## src/rtl/mrc_pkg.sv

```systemverilog
// Purpose: Shared constants for the memory-mapped register slice
// Assumes: 32-bit register bus, byte addresses, one aligned word per register
// Notes:   Offsets are relative to the composed base of one unit instance
package mrc_pkg;
  // ****************************************************************
  // Widths
  // ****************************************************************
  localparam int unsigned DATA_W      = 32;
  localparam int unsigned MAX_SPAN_W  = 32;
  localparam int unsigned CTRL_W      = 8;
  localparam int unsigned CMD_W       = 8;
  localparam int unsigned SCR_DEPTH   = 4;
  localparam int unsigned SCR_AW      = 2;
  localparam int unsigned WORD_SHIFT  = 2;

  // ****************************************************************
  // Register offsets
  // ****************************************************************
  localparam logic [31:0] OFF_REV     = 32'h0000_0000;
  localparam logic [31:0] OFF_CTRL    = 32'h0000_0004;
  localparam logic [31:0] OFF_IMASK   = 32'h0000_0008;
  localparam logic [31:0] OFF_LIVE    = 32'h0000_000C;
  localparam logic [31:0] OFF_STK_W1C = 32'h0000_0010;
  localparam logic [31:0] OFF_STK_RST = 32'h0000_0014;
  localparam logic [31:0] OFF_CMD     = 32'h0000_0018;
  localparam logic [31:0] OFF_SCR     = 32'h0000_0020;
  localparam logic [31:0] SCR_BYTES   = 32'h0000_0010;

  // ****************************************************************
  // Defaults and command bits
  // ****************************************************************
  localparam logic [CTRL_W-1:0] CTRL_DEF   = 8'h00;
  localparam logic [31:0]       RD_ZERO    = 32'h0000_0000;
  localparam int unsigned       CMD_SOFT_B = 0;
  // Revision value is arbitrary
  localparam logic [31:0]       REV_DEF    = 32'h0000_0101;
endpackage : mrc_pkg

```

## src/rtl/mrc_store_if.sv

```systemverilog
// Purpose: Port bundle between register decode and scratch storage
// Assumes: Single clock, one access per cycle
// Notes:   Read data appear the cycle after rd_en
`timescale 1ns/1ps
interface mrc_store_if;
  import mrc_pkg::*;
  logic              wr_en;
  logic              rd_en;
  logic [SCR_AW-1:0] addr;
  logic [DATA_W-1:0] wdata;
  logic [DATA_W-1:0] rdata;
  modport ctrl  (output wr_en, output rd_en, output addr, output wdata, input rdata);
  modport store (input wr_en, input rd_en, input addr, input wdata, output rdata);
endinterface : mrc_store_if

```

## src/rtl/mrc_regs.sv

```systemverilog
// Purpose: Generic memory-mapped register slice for one peripheral unit
// Assumes: Plain strobe bus on ref_clk; event inputs come from same-clock logic
// Notes:   Defaults load at configuration time, and again on reset when RESET_DEFAULTS is set
//
// Summary of operation
// - Register address is region base plus map base plus index times stride plus offset.
// - Writes to read-only registers change nothing unless a write-only shares it.
// - Reads of write-only registers give no meaningful data.
// - Read/write registers are real storage returning the last value written.
// - No per-field mixed access registers; only RO, WO and RW exist.
// - Write-one-to-clear sticky bits hold until a one is written there.
// - Reset-cleared sticky bits hold until hard or soft reset; writes ignored.
// - Soft reset restores defaults only when the defaults option says so.
// - Unmarked RW bits stay uninitialised; unmarked RO bits show live state.
// - Status read and clear write share one address for W1C bits.
// - Every register spans at most 32 bits.
// - Defaults load at configuration, or on hard/soft reset if optioned.
// - Registers without defaults are never initialised.
// - Interrupt mask defaults to all sources masked; here imask_q loads all zeros.
// - Peripheral enable bits default to zero.
// - Register space is linear; no indirect or paged access.
//
// Chosen here: strobed register access and the register offsets.
`timescale 1ns/1ps
module mrc_regs
  import mrc_pkg::*;
#(
  parameter logic [31:0] MMR_BASE       = 32'h0008_0000,
  parameter logic [31:0] MAP_BASE       = 32'h0000_0100,
  parameter logic [31:0] INDEX_STRIDE   = 32'h0000_0040,
  parameter int unsigned UNIT_INDEX     = 0,
  parameter int unsigned N_EVT          = 8,
  parameter bit          RESET_DEFAULTS = 1'b0,
  parameter logic [31:0] REV_VALUE      = REV_DEF
)(
  input  wire logic              ref_clk,
  input  wire logic              rstn,
  input  wire logic [31:0]       bus_addr,
  input  wire logic [DATA_W-1:0] bus_wdata,
  input  wire logic              bus_wr,
  input  wire logic              bus_rd,
  output logic      [DATA_W-1:0] bus_rdata,
  input  wire logic [DATA_W-1:0] live_status,
  input  wire logic [N_EVT-1:0]  evt_w1c,
  input  wire logic [N_EVT-1:0]  evt_rst,
  output logic      [CTRL_W-1:0] periph_en,
  output logic      [N_EVT-1:0]  irq_mask,
  output logic      [CMD_W-1:0]  cmd_pulse,
  output logic                   soft_reset
);
  // ****************************************************************
  // Elaboration checks
  // ****************************************************************
  if (N_EVT < 1 || N_EVT > MAX_SPAN_W) begin : g_chk_evt
    $error("N_EVT must lie between 1 and 32");
  end
  if (INDEX_STRIDE < SCR_BYTES + OFF_SCR) begin : g_chk_stride
    $error("INDEX_STRIDE too small for the register map");
  end

  // ****************************************************************
  // Address composition
  // ****************************************************************
  localparam logic [31:0] UNIT_BASE =
    32'(MMR_BASE + MAP_BASE + 32'(UNIT_INDEX) * INDEX_STRIDE);

  // Linear compare only; no paging window exists
  function automatic logic hit(input logic [31:0] a, input logic [31:0] off);
    return a == UNIT_BASE + off;
  endfunction : hit

  function automatic logic hit_scr(input logic [31:0] a);
    return (a >= UNIT_BASE + OFF_SCR) && (a < UNIT_BASE + OFF_SCR + SCR_BYTES)
           && (a[WORD_SHIFT-1:0] == '0);
  endfunction : hit_scr

  // ****************************************************************
  // Decode
  // ****************************************************************
  logic h_rev, h_ctrl, h_imask, h_live, h_w1c, h_rst, h_cmd, h_scr, h_any;
  logic [31:0] scr_off;

  always_comb begin
    h_rev   = hit(bus_addr, OFF_REV);
    h_ctrl  = hit(bus_addr, OFF_CTRL);
    h_imask = hit(bus_addr, OFF_IMASK);
    h_live  = hit(bus_addr, OFF_LIVE);
    h_w1c   = hit(bus_addr, OFF_STK_W1C);
    h_rst   = hit(bus_addr, OFF_STK_RST);
    h_cmd   = hit(bus_addr, OFF_CMD);
    h_scr   = hit_scr(bus_addr);
    h_any   = h_rev | h_ctrl | h_imask | h_live | h_w1c | h_rst | h_cmd | h_scr;
    scr_off = bus_addr - UNIT_BASE - OFF_SCR;
  end

  // ****************************************************************
  // Register state
  // ****************************************************************
  // Configuration-time values; only loaded again on reset when optioned
  logic [CTRL_W-1:0] ctrl_q  = CTRL_DEF;
  logic [N_EVT-1:0]  imask_q = '0;
  logic [CTRL_W-1:0] ctrl_d;
  logic [N_EVT-1:0]  imask_d;
  logic [N_EVT-1:0]  w1c_q, w1c_d, clr_vec;
  logic [N_EVT-1:0]  stk_q, stk_d;
  logic [CMD_W-1:0]  cmd_q, cmd_d;
  logic              soft_q, soft_d, load_def;

  always_comb begin
    // Defaults only return by reset when the option is built in
    load_def = RESET_DEFAULTS && (!rstn || soft_q);
    ctrl_d   = ctrl_q;
    imask_d  = imask_q;
    if (load_def) begin
      ctrl_d  = CTRL_DEF;
      imask_d = '0;
    end else if (bus_wr && h_ctrl) begin
      ctrl_d  = bus_wdata[CTRL_W-1:0];
    end else if (bus_wr && h_imask) begin
      imask_d = bus_wdata[N_EVT-1:0];
    end
  end

  always_comb begin
    clr_vec = (bus_wr && h_w1c) ? bus_wdata[N_EVT-1:0] : '0;
    // New events win over a clear landing in the same cycle
    w1c_d   = (w1c_q & ~clr_vec) | evt_w1c;
    // Writes to this address never reach these; hard reset or soft reset clears them
    stk_d   = stk_q | evt_rst;
    if (soft_q) begin
      stk_d = evt_rst;
    end
    cmd_d   = (bus_wr && h_cmd) ? bus_wdata[CMD_W-1:0] : '0;
    soft_d  = bus_wr && h_cmd && bus_wdata[CMD_SOFT_B];
  end

  always_ff @(posedge ref_clk) begin
    ctrl_q  <= ctrl_d;
    imask_q <= imask_d;
  end

  always_ff @(posedge ref_clk) begin
    if (!rstn) begin
      w1c_q  <= '0;
      stk_q  <= '0;
      cmd_q  <= '0;
      soft_q <= 1'b0;
    end else begin
      w1c_q  <= w1c_d;
      stk_q  <= stk_d;
      cmd_q  <= cmd_d;
      soft_q <= soft_d;
    end
  end

  // ****************************************************************
  // Scratch storage
  // ****************************************************************
  // Uninitialised words: a reset would cost area for no defined value
  mrc_store_if sif ();

  assign sif.wr_en = bus_wr && h_scr;
  assign sif.rd_en = bus_rd && h_scr;
  assign sif.addr  = scr_off[WORD_SHIFT+SCR_AW-1:WORD_SHIFT];
  assign sif.wdata = bus_wdata;

  mrc_store u_store (
    .ref_clk (ref_clk),
    .sif     (sif)
  );

  // ****************************************************************
  // Read path
  // ****************************************************************
  logic [DATA_W-1:0] rdata_q, rdata_d;
  logic              scr_sel_q, scr_sel_d;

  always_comb begin
    rdata_d   = RD_ZERO;
    scr_sel_d = bus_rd && h_scr;
    // All registers are whole RO, WO or RW words; reserved bits read zero
    if (bus_rd) begin
      if (h_rev) begin
        rdata_d = REV_VALUE;
      end else if (h_ctrl) begin
        rdata_d[CTRL_W-1:0] = ctrl_q;
      end else if (h_imask) begin
        rdata_d[N_EVT-1:0] = imask_q;
      end else if (h_live) begin
        rdata_d = live_status;
      end else if (h_w1c) begin
        rdata_d[N_EVT-1:0] = w1c_q;
      end else if (h_rst) begin
        rdata_d[N_EVT-1:0] = stk_q;
      end else if (h_cmd) begin
        rdata_d = RD_ZERO;
      end
    end
  end

  always_ff @(posedge ref_clk) begin
    if (!rstn) begin
      rdata_q   <= '0;
      scr_sel_q <= 1'b0;
    end else begin
      rdata_q   <= rdata_d;
      scr_sel_q <= scr_sel_d;
    end
  end

  assign bus_rdata  = scr_sel_q ? sif.rdata : rdata_q;
  assign periph_en  = ctrl_q;
  assign irq_mask   = imask_q;
  assign cmd_pulse  = cmd_q;
  assign soft_reset = soft_q;
endmodule : mrc_regs

```

## src/rtl/mrc_store.sv

```systemverilog
// Purpose: Uninitialised read/write scratch words with registered read
// Assumes: Caller never reads and writes the same word in one cycle
// Notes:   No reset on purpose; contents after power-up are arbitrary
`timescale 1ns/1ps
module mrc_store
  import mrc_pkg::*;
(
  input  wire logic ref_clk,
  mrc_store_if.store sif
);
  logic [DATA_W-1:0] mem_q [SCR_DEPTH];
  logic [DATA_W-1:0] rdata_q;

  always_ff @(posedge ref_clk) begin
    if (sif.wr_en) begin
      mem_q[sif.addr] <= sif.wdata;
    end
    if (sif.rd_en) begin
      rdata_q <= mem_q[sif.addr];
    end
  end

  assign sif.rdata = rdata_q;
endmodule : mrc_store

```

## config.mk

```make
export PLATFORM = sky130hd
export DESIGN_NAME = mrc_regs
export DESIGN_NICKNAME = d
export VERILOG_FILES = /design/src/rtl/mrc_pkg.sv /design/src/rtl/mrc_store_if.sv /design/src/rtl/mrc_regs.sv /design/src/rtl/mrc_store.sv
export SDC_FILE = /design/constraint.sdc
export NUM_CORES = 1
export LEC_CHECK = 0
export BUFFER_PORTS_ARGS = -buffer_cell sky130_fd_sc_hd__buf_2
export CAP_MARGIN = 20
export CORE_AREA = 4 4 127 141
export DETAILED_ROUTE_END_ITERATION = 7
export DIE_AREA = 0 0 131 145
export GPL_TIMING_DRIVEN = 0
export MAX_ROUTING_LAYER = met4
export PLACE_DENSITY = 0.79
export SLEW_MARGIN = 20
export SYNTH_ARGS = -nofsm -noshare
export SYNTH_HDL_FRONTEND = slang
export SYNTH_SLANG_ARGS = --single-unit
```

## constraint.sdc

```tcl
create_clock -name ref_clk -period 3.7 [get_ports ref_clk]
set_input_delay 0.185 -clock ref_clk [delete_from_list [all_inputs] [get_ports ref_clk]]
set_output_delay 0.185 -clock ref_clk [all_outputs]
set_load 0.03 [all_outputs]
```

======== After elaboration in Yosys (flattened, before gate mapping) ========
Memory sizes are Yosys's and may differ from the RTL's. A register that Yosys moved wholly into a read port is not among the register bits.
Cells that the tools add are included.
operators by class
  reduce and logical (&&, ||, !) cells .... 15
  bitwise operators ....................... 8
  order comparisons ....................... 2
  eq/ne operators ......................... 7
  multiplexer cells ....................... 13
  add/sub/neg operators ................... 2
operators by type and width
  operator                count
  $eq A32 B20 Y1 const B  7
  $mux W8                 6
  $ge A32 B20 Y1 const B  1
  $lt A32 B20 Y1 const B  1
  $mux W32                1
  $mux W9                 2
  $or A8 B8 Y8            2
  $logic_and A1 B1 Y1     9
  $and A8 B8 Y8           1
  $not A8 Y8              1
  $sub A4 B1 Y4 const B   2
  $reduce_and A2 Y1       3
  $reduce_or A6 Y1        1
  $mux W1                 4
  $not A1 Y1              4
  $reduce_or A3 Y1        1
  $logic_not A2 Y1        1
word-level totals
  memories kept ........................... 1
  memory bits (writable) .................. 128
  logic and storage cells ................. 58
  register bits ........................... 74
memories
  memory         words  width  rd ports  clocked after Yosys merged registers in  wr ports  line             text
  u_store.mem_q  4      32     1         1                                        1         mrc_store.sv:11  logic [DATA_W-1:0] mem_q [SCR_DEPTH];

======== Longest topological paths before layout ========
  depth after elaboration ................. 7
  gate-level depth with buffers ........... 6
  depth with buffers taken out ............ 4

======== Modules after synthesis ========
A second synthesis with hierarchy kept.
unflattened totals
  cell total of the unflattened synthesis .. 499
  area total of the unflattened synthesis .. 8,884.8 sq um
modules (own cells, without submodules)
  module     cells each  sequential area each (sq um)  area each (sq um)  times used
  mrc_store  204         4,804.6                       5,654.2            1
  mrc_regs   295         1,641.6                       3,230.6            1

======== Worst setup path after synthesis ========
No wires, ideal clock.
  path kind ............................... input -> register
  from .................................... input bus_addr[18]
  to ...................................... memory u_store.mem_q[3][0], enable pin
  path slack .............................. 0.760 ns
  setup time .............................. 0.421 ns
  cell stages on the path ................. 6
  arrival ................................. 2.519 ns
  buffers on the path ..................... 2
  cells stage by stage .................... nor4_1 > nand4_1 > or2_1 > buf_6 > buf_2 > nor2_1
between the ends
  longest elaborated chain between the ends .. 6
ends and longest elaborated chain
  element                                           line             text
  from (decl)                                       mrc_regs.sv:38   input wire logic [31:0] bus_addr,
  $ge A32 B20 Y1 or $lt A32 B20 Y1 (tied branches)  mrc_regs.sv:73   return (a >= UNIT_BASE + OFF_SCR) && (a < UNIT_BASE + OFF_SCR + SCR_BYTES)
  $logic_and A1 B1 Y1 *                             mrc_regs.sv:73
  $logic_and A1 B1 Y1 *                             mrc_regs.sv:74   && (a[WORD_SHIFT-1:0] == '0);
  $logic_and A1 B1 Y1 *                             mrc_regs.sv:162  assign sif.wr_en = bus_wr && h_scr;
  $mux W1 *                                         mrc_store.sv:15  if (sif.wr_en) begin
  $mux W1 (not written as such) *                   mrc_store.sv:16  mem_q[sif.addr] <= sif.wdata;
  to (decl)                                         mrc_store.sv:11
Every way passes the cells marked *; elsewhere a longest branch is shown, timed or not.

======== Worst setup path after layout ========
  from .................................... register scr_sel_q
  to ...................................... output bus_rdata[0]
between the ends
  longest elaborated chain between the ends .. 1
ends and longest elaborated chain
  element                 line             text
  from (decl)             mrc_regs.sv:176  logic scr_sel_q, scr_sel_d;
  from (signal assigned)  mrc_regs.sv:207  scr_sel_q <= scr_sel_d;
  $mux W32                mrc_regs.sv:211  assign bus_rdata = scr_sel_q ? sif.rdata : rdata_q;
  to (decl)               mrc_regs.sv:42   output logic [DATA_W-1:0] bus_rdata,
Every way passes these cells.

==> impl_metrics.ini <==
[run_status]
status = finished, final reports clean

[clock_tree]
postCtsSetupBuffers = 0
cts_inserted_buffers = 22
root_buffer = clkbuf_16
h-tree-depth = 1
clock_sinks = 234
cts_resized = 0
cts_tree = done
clock_path_buffers = 3
clkSlewWorstSetupHoldPaths_ns = 0.06
insertion_delay_ns = 0.52
postCtsHoldBufs = 70

[min_path]
min_path_cells = 3
hp-class = in -> reg

[power_and_ir_drop]
p_sw_mw = 1.11
combPwrFrac_pct = 5.5
total_power_mw = 5.53
p_leak_nw = 4.29
p_per_area_mw_per_mm2 = 471
cellInternalPower_mw = 4.42
swShare_pct = 20.1
clockPowerShare_pct = 43.2
seqPwrFrac_pct = 51.3
irDropWorstVdd_mv = 0.347

[job]
cap_violations = 0

[sta]
fin_ws_ns = 1.16
finalClockSkew_ns = 0.0283
maxSlewHeadroom_pct = 30.5
worst_slew_pin_slew_ns = 1.03
max_freq_ghz = 0.394
rsz0062_at_grt = false
min_period_ns = 2.54
hold_viol = 0
drv_slew = 0
setup_viol = 0
period_share_pct = 68.5

[drt]
wl_per_cell_um = 22.1
detailedRoute.firstIterationViolations = 471
antenna_left = 0
vias_per_cell = 5.80
dr.pass1.iters = 5
vias = 5890
drc = 0
drt_wl_total_um = 22400

[synth]
synth_seq_cells = 234
postSynthAreaPerCell_um2 = 17.2
yosys_warnings = 0
ys_seq_area_share_pct = 71.8
synth_top_area_cell = edfxtp_1
synth_nets = 639
synth_area_leaders = edfxtp_1 59%, dfxtp_1 13%, mux4_2 8.0%
synthesis.area_mm2 = 0.00897
synth_top_area_share_pct = 58.9
synth_cells = 523
synth_cell_types = 38

[grt]
grt_pass1_wl_um = 34400
grt_pass1_vias = 6212
track_usage_pct = 24.3
antenna_found_initial = 0
grt_start_max_net_pins = 21
overflow = 0

[final_layout]
multi_input_area_mm2 = 0.00236
fin_cells = 1015
regArea_mm2 = 0.00645
drive_above_1_share_pct = 40.2
n_antenna_cell = 0
nets = 911
fillers = 1013
utilization_pct = 71.7
areaGrowthSynthToFinish_pct = 30.8

[setup_path]
max_stage_delay_ns = 0.67
path_depth = 4
critPathCapture = bus_rdata[0]
path_buf_inv = 3
worstPathRequired_ns = 3.51
worst_r2r_path_depth = 4
critPathLaunch = scr_sel_q
cp-end-kind = output pin
crit_arrival_ns = 2.35
crit_path_cell_trace = clkbuf_1 > buf_1 > mux2_2 > buf_2
rrSetupSlack_ns = 2.29
crit_path_start_kind = flip-flop
reg2reg_to = rdata_q[3]
cpLargestDelayFamily = buffers and inverters
r2r_start = stk_q[3]
crit_type = reg -> out
crit_path_max_fanout = 10
slowest_stage = buf_1

[floorplanning]
chipHeight_um = 145
die_area_mm2 = 0.0190
core-area_mm2 = 0.0164
std_cell_rows = 49
initial_core_util_pct = 54.8
die_w_um = 131
io_pins = 173

[placed_design]
numPortBuffers = 170
dp.cells = 905
gp_congestion = 0.860
dp_slack_ns = 1.09
hpwl_um = 14800
-- per-stage QoR --
stage          setup TNS, ns  hold WS, ns  cell area [um^2]
3_3_place_gp          -40.67        0.394             10100
5_1_grt                    0       0.0407             11700
3_5_place_dp               0        0.395             10300
2_1_floorplan              0        0.284              8970
4_1_cts                    0      0.00586             11700
6_report                   0       0.0299             11700
-- cell type report --
type	count	share of cell area [%]
Buffer	36	1.71
Clock buffer	28	5.40
Clock inverter	12	1.27
Multi-Input combinational cell	253	20.1
Sequential cell	234	54.9
Tap cell	204	2.17
Timing Repair Buffer	248	14.5
-- worst register-to-register path: stages (launching register included) --
cell       delay (ns)
dfxtp_1          0.35
nand3b_1         0.08
a21oi_1          0.21
a221oi_1         0.08
a2111oi_1        0.53
-- cell families after synthesis --
kind of cell           after synthesis  share of synthesized area, %
AND/OR/NAND/NOR                    133                          9.27
multiplexers                        66                          12.3
AO/OA/AOI/OAI                       54                          4.39
buffers and inverters               36                          2.23
flip-flops                         234                          71.8
-- cells in the final DEF, fill, tap and decap left out, types with 3 or more instances in the layout --
cell | Yosys | routed
buf_2 | 15 | 186
edfxtp_1 | 176 | 176
dlygate4sd3_1 | 0 | 70
dfxtp_1 | 58 | 58
mux2_2 | 32 | 32
mux4_2 | 32 | 32
nor2_1 | 27 | 26
nand3_1 | 25 | 25
clkbuf_16 | 0 | 23
nand3b_1 | 14 | 14
nor2b_1 | 11 | 11
nand2_1 | 11 | 11
nor4_2 | 8 | 9
a31oi_1 | 9 | 9
clkbuf_1 | 7 | 8
nor3b_1 | 8 | 8
o21ai_0 | 8 | 8
o21a_1 | 8 | 8
a21oi_1 | 8 | 8
nor4_1 | 8 | 7
a22o_1 | 7 | 7
a221oi_1 | 7 | 7
a2111oi_1 | 6 | 6
clkinv_2 | 0 | 6
buf_1 | 5 | 5
buf_4 | 4 | 4
buf_6 | 4 | 4
nand2b_1 | 4 | 4
clkbuf_8 | 0 | 4
buf_8 | 0 | 4
nor3_4 | 1 | 3
nor3_2 | 5 | 3
bufinv_16 | 0 | 3
buf_16 | 0 | 3
-- worst min path at each step --
stage	end	slack, ns	from
3_3_place_gp	stk_q[3]	0.39	evt_rst[3]
5_1_grt	u_store.mem_q[1][4]	0.04	bus_wdata[4]
4_1_cts	w1c_q[5]	0.006	evt_w1c[5]
2_1_floorplan	irq_mask[0]	0.28	bus_wdata[0]
3_5_place_dp	stk_q[3]	0.40	evt_rst[3]
6_report	w1c_q[5]	0.03	evt_w1c[5]
-- registers in the layout, summed over array words and instances, names as in the netlist --
signal,cells
u_store.mem_q,128
rdata_q,32
u_store.sif.rdata,32
cmd_pulse,8
irq_mask,8
periph_en,8
stk_q,8
w1c_q,8
scr_sel_q,1
soft_reset,1
-- power by group through the flow --
stage / clock [mW] / combinational [mW] / sequential (mW)
6_report: 2.39 / 0.305 / 2.84
5_1_grt: 2.54 / 0.328 / 2.83
4_1_cts: 2.42 / 0.301 / 2.83
3_5_place_dp: 0 / 0.241 / 2.89
3_3_place_gp: 0 / 0.231 / 2.89
2_1_floorplan: 0 / 0.122 / 2.89
-- cell usage after synthesis --
master / instances
a21oi_1: 8
nand2_2: 1
nor4_1: 8
nor4_2: 8
nor3b_1: 8
nor3_4: 1
a22o_1: 7
mux2_2: 32
nor4b_2: 1
nor2_1: 27
nor2b_1: 11
nor4b_1: 2
nand2_1: 11
a31oi_1: 9
and2_1: 2
nand4_1: 1
a2111oi_2: 1
nand3b_1: 14
mux4_2: 32
nor3_2: 5
mux2i_1: 2
clkbuf_2: 1
o21a_1: 8
buf_4: 4
o21ai_0: 8
a221oi_1: 7
clkbuf_1: 7
or2_1: 1
and3_1: 2
buf_6: 4
buf_1: 5
a2111oi_1: 6
nor3b_2: 1
edfxtp_1: 176
nand2b_1: 4
dfxtp_1: 58
buf_2: 15
nand3_1: 25
-- per-layer routing --
layer / vias up / GRT usage, % / wire length [um]
li1: 2616 / - / -
met1: 2921 / 30.4 / 8340
met2: 318 / 41.6 / 12000
met3: 35 / 3.38 / 1670
met4: 0 / 6.53 / 431
met5: - / - / 0
Power figures use the tool's default switching activity.
